### src/rtl/ckhr_pkg.sv
// constants and state types for the crypto key host registers
package ckhr_pkg;

    // apb geometry
    localparam int ADDR_W = 16;
    localparam int DATA_W = 32;
    localparam int KEY_W  = 128;
    localparam int WORD_N = 4;

    // register byte offsets
    localparam logic [15:0] OFF_KEY_SEL = 16'h1a38;
    localparam logic [15:0] OFF_LOCK    = 16'h1a4c;
    localparam logic [15:0] OFF_ROOT0   = 16'h1a50;
    localparam logic [15:0] OFF_ROOT1   = 16'h1a54;
    localparam logic [15:0] OFF_ROOT2   = 16'h1a58;
    localparam logic [15:0] OFF_ROOT3   = 16'h1a5c;
    localparam logic [15:0] OFF_LCS     = 16'h1a60;

    // field layout
    localparam int SEL_W     = 2;
    localparam int LOCK_BIT  = 0;
    localparam int LCS_W     = 3;
    localparam int LCS_V_BIT = 8;
    localparam int ROOT_V_BIT = 0;

    // key source encodings
    typedef enum logic [1:0] {
        SRC_ROOT    = 2'b00,
        SRC_RTL     = 2'b01,
        SRC_SESSION = 2'b10,
        SRC_NONE    = 2'b11
    } ckhr_src_e;

    // lifecycle encodings
    localparam logic [2:0] LCS_DEBUG  = 3'h0;
    localparam logic [2:0] LCS_SECURE = 3'h2;

    // reset values
    localparam logic [1:0]  SEL_RST  = 2'h0;
    localparam logic        LOCK_RST = 1'b0;
    localparam logic [2:0]  LCS_RST  = LCS_SECURE;
    localparam logic [31:0] ZERO_W   = 32'h0000_0000;

    // always-on state: cleared by power-on reset only
    typedef struct packed {
        logic [KEY_W-1:0]  root_key;
        logic [WORD_N-1:0] root_seen;
        logic              lock;
    } ckhr_ao_s;

    // main-domain state: cleared by system reset
    typedef struct packed {
        logic [SEL_W-1:0]  sel;
        logic [LCS_W-1:0]  lifecycle_state;
        logic              lcs_valid;
        logic              pready;
        logic              pslverr;
        logic [DATA_W-1:0] prdata;
        logic [KEY_W-1:0]  aes_key;
    } ckhr_main_s;

endpackage : ckhr_pkg

### src/rtl/ckhr_regs.sv
// host register bank choosing the aes hardware key
//
// Contract
// - select 0 routes the always-on device root key to aes.
// - select 1 routes the hardcoded rtl key while unlocked.
// - select 2 routes the external session key to aes.
// - select 1 with lock set drives an all-zero key.
// - rtl key lock is write-once; writes never clear it.
// - lock and root key words live in always-on storage.
// - root key word0 write loads key bits 31:0.
// - words 1,2,3 load key bits 63:32, 95:64, 127:96.
// - reading word0 returns retention status, never key bits.
// - lock is bit 0, resets to zero; clear lets rtl key be chosen.
// - status reads 1 once all 128 bits retained, else 0.
// - lifecycle field write-once per reset; 0 debug, 2 secure.
`timescale 1ns/1ps
`default_nettype none

module ckhr_regs #(
    parameter logic [127:0] HARDCODED_RTL_KEY = 128'h0123_4567_89ab_cdef_fedc_ba98_7654_3210
) (
    // clock and resets
    input  wire logic         CLK,
    input  wire logic         SYS_RST,
    input  wire logic         PWR_ON_RST,
    // apb slave
    input  wire logic         PSEL,
    input  wire logic         PENABLE,
    input  wire logic         PWRITE,
    input  wire logic [15:0]  PADDR,
    input  wire logic [31:0]  PWDATA,
    output var  logic         PREADY,
    output var  logic [31:0]  PRDATA,
    output var  logic         PSLVERR,
    // key path
    input  wire logic [127:0] SESSION_KEY,
    output var  logic [127:0] AES_HW_KEY,
    // status
    output var  logic         RTL_KEY_LOCKED,
    output var  logic         ROOT_KEY_VALID,
    output var  logic [2:0]   LIFECYCLE_STATE,
    output var  logic         LIFECYCLE_VALID
);

    ckhr_pkg::ckhr_ao_s   ao_q;
    ckhr_pkg::ckhr_ao_s   ao_d;
    ckhr_pkg::ckhr_main_s st_q;
    ckhr_pkg::ckhr_main_s st_d;

    logic setup;
    logic wr_now;
    logic hit;

    // true when the address names a mapped register
    function automatic logic mapped(input logic [15:0] a);
        mapped = (a == ckhr_pkg::OFF_KEY_SEL) || (a == ckhr_pkg::OFF_LOCK) ||
                 (a == ckhr_pkg::OFF_ROOT0)   || (a == ckhr_pkg::OFF_ROOT1) ||
                 (a == ckhr_pkg::OFF_ROOT2)   || (a == ckhr_pkg::OFF_ROOT3) ||
                 (a == ckhr_pkg::OFF_LCS);
    endfunction : mapped

    // root key word index for a root key offset
    function automatic logic [1:0] word_of(input logic [15:0] a);
        word_of = a[3:2];
    endfunction : word_of

    // key presented to aes for a given source and lock
    function automatic logic [127:0] pick_key(
        input logic [1:0]   sel,
        input logic         lock,
        input logic [127:0] root,
        input logic [127:0] sess
    );
        unique case (ckhr_pkg::ckhr_src_e'(sel))
            ckhr_pkg::SRC_ROOT:    pick_key = root;
            ckhr_pkg::SRC_RTL:     pick_key = lock ? '0 : HARDCODED_RTL_KEY;
            ckhr_pkg::SRC_SESSION: pick_key = sess;
            ckhr_pkg::SRC_NONE:    pick_key = '0;
        endcase
    endfunction : pick_key

    // the answer is prepared in the setup cycle, so every access has no wait state
    assign setup  = PSEL && !PENABLE;
    assign wr_now = PSEL && PENABLE && st_q.pready && PWRITE;
    assign hit    = mapped(PADDR);

    // always-on next state
    always_comb begin
        ao_d = ao_q;
        if (wr_now && hit) begin
            if (PADDR == ckhr_pkg::OFF_LOCK && PWDATA[ckhr_pkg::LOCK_BIT]) begin
                ao_d.lock = 1'b1;
            end
            if (PADDR >= ckhr_pkg::OFF_ROOT0 && PADDR <= ckhr_pkg::OFF_ROOT3) begin
                unique case (word_of(PADDR))
                    2'h0: ao_d.root_key[31:0]   = PWDATA;
                    2'h1: ao_d.root_key[63:32]  = PWDATA;
                    2'h2: ao_d.root_key[95:64]  = PWDATA;
                    2'h3: ao_d.root_key[127:96] = PWDATA;
                endcase
                ao_d.root_seen[word_of(PADDR)] = 1'b1;
            end
        end
    end

    // main-domain next state
    always_comb begin
        st_d         = st_q;
        st_d.pready  = setup;
        st_d.pslverr = 1'b0;
        if (setup) begin
            st_d.pslverr = !hit;
            st_d.prdata  = ckhr_pkg::ZERO_W;
            if (!PWRITE) begin
                unique case (PADDR)
                    ckhr_pkg::OFF_KEY_SEL: st_d.prdata[ckhr_pkg::SEL_W-1:0] = st_q.sel;
                    ckhr_pkg::OFF_LOCK:    st_d.prdata[ckhr_pkg::LOCK_BIT] = ao_q.lock;
                    ckhr_pkg::OFF_ROOT0:   st_d.prdata[ckhr_pkg::ROOT_V_BIT] =
                                               &ao_q.root_seen;
                    ckhr_pkg::OFF_LCS: begin
                        st_d.prdata[ckhr_pkg::LCS_W-1:0]  = st_q.lifecycle_state;
                        st_d.prdata[ckhr_pkg::LCS_V_BIT] = st_q.lcs_valid;
                    end
                    default:               st_d.prdata = ckhr_pkg::ZERO_W;
                endcase
            end
        end
        if (wr_now && PADDR == ckhr_pkg::OFF_KEY_SEL) begin
            st_d.sel = PWDATA[ckhr_pkg::SEL_W-1:0];
        end
        // a second lifecycle write in the same reset period is dropped
        if (wr_now && PADDR == ckhr_pkg::OFF_LCS && !st_q.lcs_valid) begin
            st_d.lifecycle_state       = PWDATA[ckhr_pkg::LCS_W-1:0];
            st_d.lcs_valid = 1'b1;
        end
        st_d.aes_key = pick_key(st_q.sel, ao_q.lock, ao_q.root_key, SESSION_KEY);
    end

    // retained storage: system reset does not touch it
    always_ff @(posedge CLK or posedge PWR_ON_RST) begin
        if (PWR_ON_RST) begin
            ao_q.root_key  <= '0;
            ao_q.root_seen <= '0;
            ao_q.lock      <= ckhr_pkg::LOCK_RST;
        end else begin
            ao_q <= ao_d;
        end
    end

    // system-reset state
    always_ff @(posedge CLK or posedge SYS_RST) begin
        if (SYS_RST) begin
            st_q.sel       <= ckhr_pkg::SEL_RST;
            st_q.lifecycle_state       <= ckhr_pkg::LCS_RST;
            st_q.lcs_valid <= 1'b0;
            st_q.pready    <= 1'b0;
            st_q.pslverr   <= 1'b0;
            st_q.prdata    <= '0;
            st_q.aes_key   <= '0;
        end else begin
            st_q <= st_d;
        end
    end

    assign PREADY          = st_q.pready;
    assign PRDATA          = st_q.prdata;
    assign PSLVERR         = st_q.pslverr;
    assign AES_HW_KEY      = st_q.aes_key;
    assign RTL_KEY_LOCKED  = ao_q.lock;
    assign ROOT_KEY_VALID  = &ao_q.root_seen;
    assign LIFECYCLE_STATE = st_q.lifecycle_state;
    assign LIFECYCLE_VALID = st_q.lcs_valid;

endmodule : ckhr_regs

`default_nettype wire

### config.mk
export PLATFORM = sky130hd
export DESIGN_NAME = ckhr_regs
export DESIGN_NICKNAME = d
export VERILOG_FILES = /design/src/rtl/ckhr_pkg.sv /design/src/rtl/ckhr_regs.sv
export SDC_FILE = /design/constraint.sdc
export NUM_CORES = 1
export LEC_CHECK = 0
export ABC_AREA = 0
export BUFFER_PORTS_ARGS = -buffer_cell sky130_fd_sc_hd__buf_4
export CORE_MARGIN = 1
export CORE_UTILIZATION = 52
export DETAILED_ROUTE_END_ITERATION = 16
export PLACE_DENSITY = 0.89
export RECOVER_POWER = 50
export REMOVE_ABC_BUFFERS = 1
export SLEW_MARGIN = 20
export SYNTH_ARGS = -nofsm -noshare
export SYNTH_HDL_FRONTEND = slang
export SYNTH_SLANG_ARGS = --single-unit
### constraint.sdc
create_clock -name CLK -period 5.8 [get_ports CLK]
set_input_delay 0.87 -clock CLK [delete_from_list [all_inputs] [get_ports CLK]]
set_output_delay 0.87 -clock CLK [all_outputs]
set_load 0.02 [all_outputs]
==> results.md <==
- Dpl ws: 2.83 ns
- Row count: 56
- Final GP Congestion: 0.856
- Power per cell area: 265 nW/µm²
- Int Power: 2.97 mW
- CP top delay family: buffers and inverters
- Synthesized area per cell: 13.1 µm²
- Setup TNS Final: 0 ns
- Sequential power share: 50.2%
- DRC viols: 0
- Max Cap Violations: 2
- Clk_lat worst skew: 0.53 ns
- Critical path, cell by cell: clkbuf_1 -> o21ai_0
- Initial Utilization: 52.8%
- Clock buffer count from CTS: 28
- GRT Total Usage: 22.2%
- Inserted Diodes: 0
- Combinational power share: 4.9%
- Vias/cell: 5.13
- Finished Layout Cells: 1458
- Worst Slack Setup Final: 2.08 ns
- Total Wirelength: 27500 µm
- CP endpoint kind: flip-flop
- Crit path to: AES_HW_KEY[101]$_DFF_PP0_
- Crit start category: flip-flop
- Switching power total: 823 µW
- Synth top cells by count: dfrtp_1, buf_4, mux2i_1, mux2_2, nor2_1
- TritonRoute pass-1 iters: 4
- Status: finished, violations left
- RSZ-0062 raised after global routing: no
- Final setup fails: 0
- Hold Crit Class: reg -> reg
- CTS HTree Levels: 1
- Placed Area: 13800 µm²
- Synth area leaders: dfrtp_1, mux2i_1, buf_4, mux2_2, mux2_4
- Die width: 156 µm
- Slew headroom: -160%
- Synthesis-stage register bit count: 273
- Worst VDD drop: 0.194 mV
- Async S/R FF share, synth: 100%
- Violated checks: capacitance limit, slew limit
- Leak: 7.11 nW
- Largest net degree at the start of global routing: 89
- Switching fraction of total power: 21.7%
- Post-CTS sizing: 0
- YS warnings: 0
- Ys flop type: dfrtp_1
- Synth Cell Area: 12300 µm²
- Crit-path slowest cell: clkbuf_1
- ANT nets after route: 0
- Setup slack, reg-to-reg: 2.08 ns
- Post-DP HPWL: 17900 µm
- Crit. path cell count: 2
- Vias in the first global route: 7823
- Most common cell in the netlist: dfrtp_1
- Final Skew: 0.0116 ns
- Crit path from: st_q[166]$_DFFE_PP0P_
- WP data required: 6.05 ns
- Total number of vias: 7480
- Final worst-path cycle share: 64.2%
- Die ar.: 24400 µm²
- First-pass GRT wire length: 42200 µm
- Area share of the largest cell type after synthesis: 55.1%
- Clock group share of total power: 44.9%
- # hold bufs at CTS: 0
- R2R Path Start: st_q[166]$_DFFE_PP0P_
- Total gr overflow: 0
- Worst Tran Pin Value: 3.88 ns
- Sequential area share after synthesis: 55.3%
- Yosys cell types: 51
- R2R depth: 2
- FF-to-FF End: AES_HW_KEY[101]$_DFF_PP0_
- Clock buffer depth: 3
- Worst EP arrival: 3.97 ns
- I/O Buffers: 321
- Syn-to-layout area delta: 15.9%
- Antenna violations before repair: 0
- Initial DRC Count: 369
- Slowest Stage Delay on Critical Path: 2.05 ns
- HP Start: ao_q[3]$_DFFE_PP0P_
- Max Freq: 0.269 GHz
- Nets: 1300
- Placed Cells: 1407
- CTS tree: built
- Fin crit period: 3.72 ns
- Number of synthesized flops with an enable pin: 0
- Critical path class: reg -> reg
- CP bufs+invs: 1
- Clk pin slew, worst setup/hold paths: 0.07 ns
- Final Max Slew Viols: 155
- Share of post-route cells with drive strength above 1: 37.0%
- Core footprint: 23400 µm²
- Area leader, netlist: dfrtp_1
- CP max FO: 67
- Clock root buffer: clkbuf_16
- Boundary Pins: 350
- Clock Sink Count: 273
- Postcts setup bufs: 0
- Finished Cell Area: 14300 µm²
- Fin. Hold Viols: 0
- DIE HEIGHT: 156 µm
- Mapped Cells: 944
- WL/cell: 18.9 µm
worst min path at each step:
stage | cells past startpoint | end
after floorplan | 1 | ao_q[4]$_DFFE_PP0P_
after global placement | 1 | ao_q[1]$_DFFE_PP0P_
after detailed placement | 1 | ao_q[3]$_DFFE_PP0P_
after CTS | 1 | ao_q[3]$_DFFE_PP0P_
after global routing | 1 | ao_q[2]$_DFFE_PP0P_
final | 1 | ao_q[3]$_DFFE_PP0P_
through the flow:
step / total power, mW / hold WS (ns) / util [%]
6_report: 3.79 / 0.467 / 61.1
3_5_place_dp: 2.13 / 0.452 / 59.1
4_1_cts: 3.83 / 0.468 / 62.9
3_3_place_gp: 2.13 / 0.444 / 59.1
5_1_grt: 3.92 / 0.478 / 61.1
2_1_floorplan: 2.00 / 0.426 / -
cells in the final DEF, fill, tap and decap left out, types with 2 or more instances in the layout:
cell,count
clkbuf_16,29
o21ai_0,65
or2_2,3
inv_1,5
nor2_1,66
conb_1,28
mux2_2,99
nor4_4,2
clkbuf_4,3
a31o_2,2
clkbuf_1,110
mux2i_1,128
nor4_1,2
nand3_1,2
nor4b_1,2
clkbuf_8,5
nand2_1,6
inv_6,2
mux2_4,29
a21oi_1,4
and2_1,2
dfrtp_4,2
clkinv_2,9
or3_2,2
nand2b_1,3
buf_4,222
clkinv_4,2
nor4b_4,2
dfrtp_1,270
nor3_1,2
mux2_1,5
nor2b_1,2
registers in the layout, summed over array words and instances, names as in the netlist:
| signal | flops |
|---|---|
| PSLVERR | 1 |
| PRDATA | 4 |
| st_q | 2 |
| RTL_KEY_LOCKED | 1 |
| LIFECYCLE_VALID | 1 |
| PREADY | 1 |
| ao_q | 132 |
| LIFECYCLE_STATE | 3 |
| AES_HW_KEY | 128 |
cell families after synthesis:
family,after synthesis,synth area share [%]
flops,273,55.3
mux,261,23.4
compound gates,78,3.39
other cells,1,0.0304
xor+xnor,1,0.0709
buf+inv,221,12.5
simple gates,109,5.24
area by class of cell:
class	instances	area, µm²
fill	1839	9100
clock buffer	38	810
clock inverter	13	78.8
timing repair buffer	331	2090
tap	319	399
inverter	7	32.5
sequential	273	6840
multi-input combinational	477	4060
power groups by stage:
stage	Combinational [mW]	Sequential [mW]	Clock (mW)
floorplan	0.0568	1.94	0
CTS	0.190	1.91	1.73
global placement	0.186	1.94	0
detailed placement	0.189	1.94	0
global route	0.203	1.90	1.81
finish	0.186	1.91	1.70
layer usage:
metal / GRT usage, % / part of all wire, % / up-vias / wire, µm
li1: - / - / 3377 / -
met1: 27.1 / 40 / 3771 / 10900
met2: 39.2 / 51 / 279 / 14000
met3: 4.72 / 6.8 / 53 / 1870
met4: 7.47 / 2.4 / 0 / 654
met5: 0 / 0 / - / 0
(Power assumes the default switching activity.)
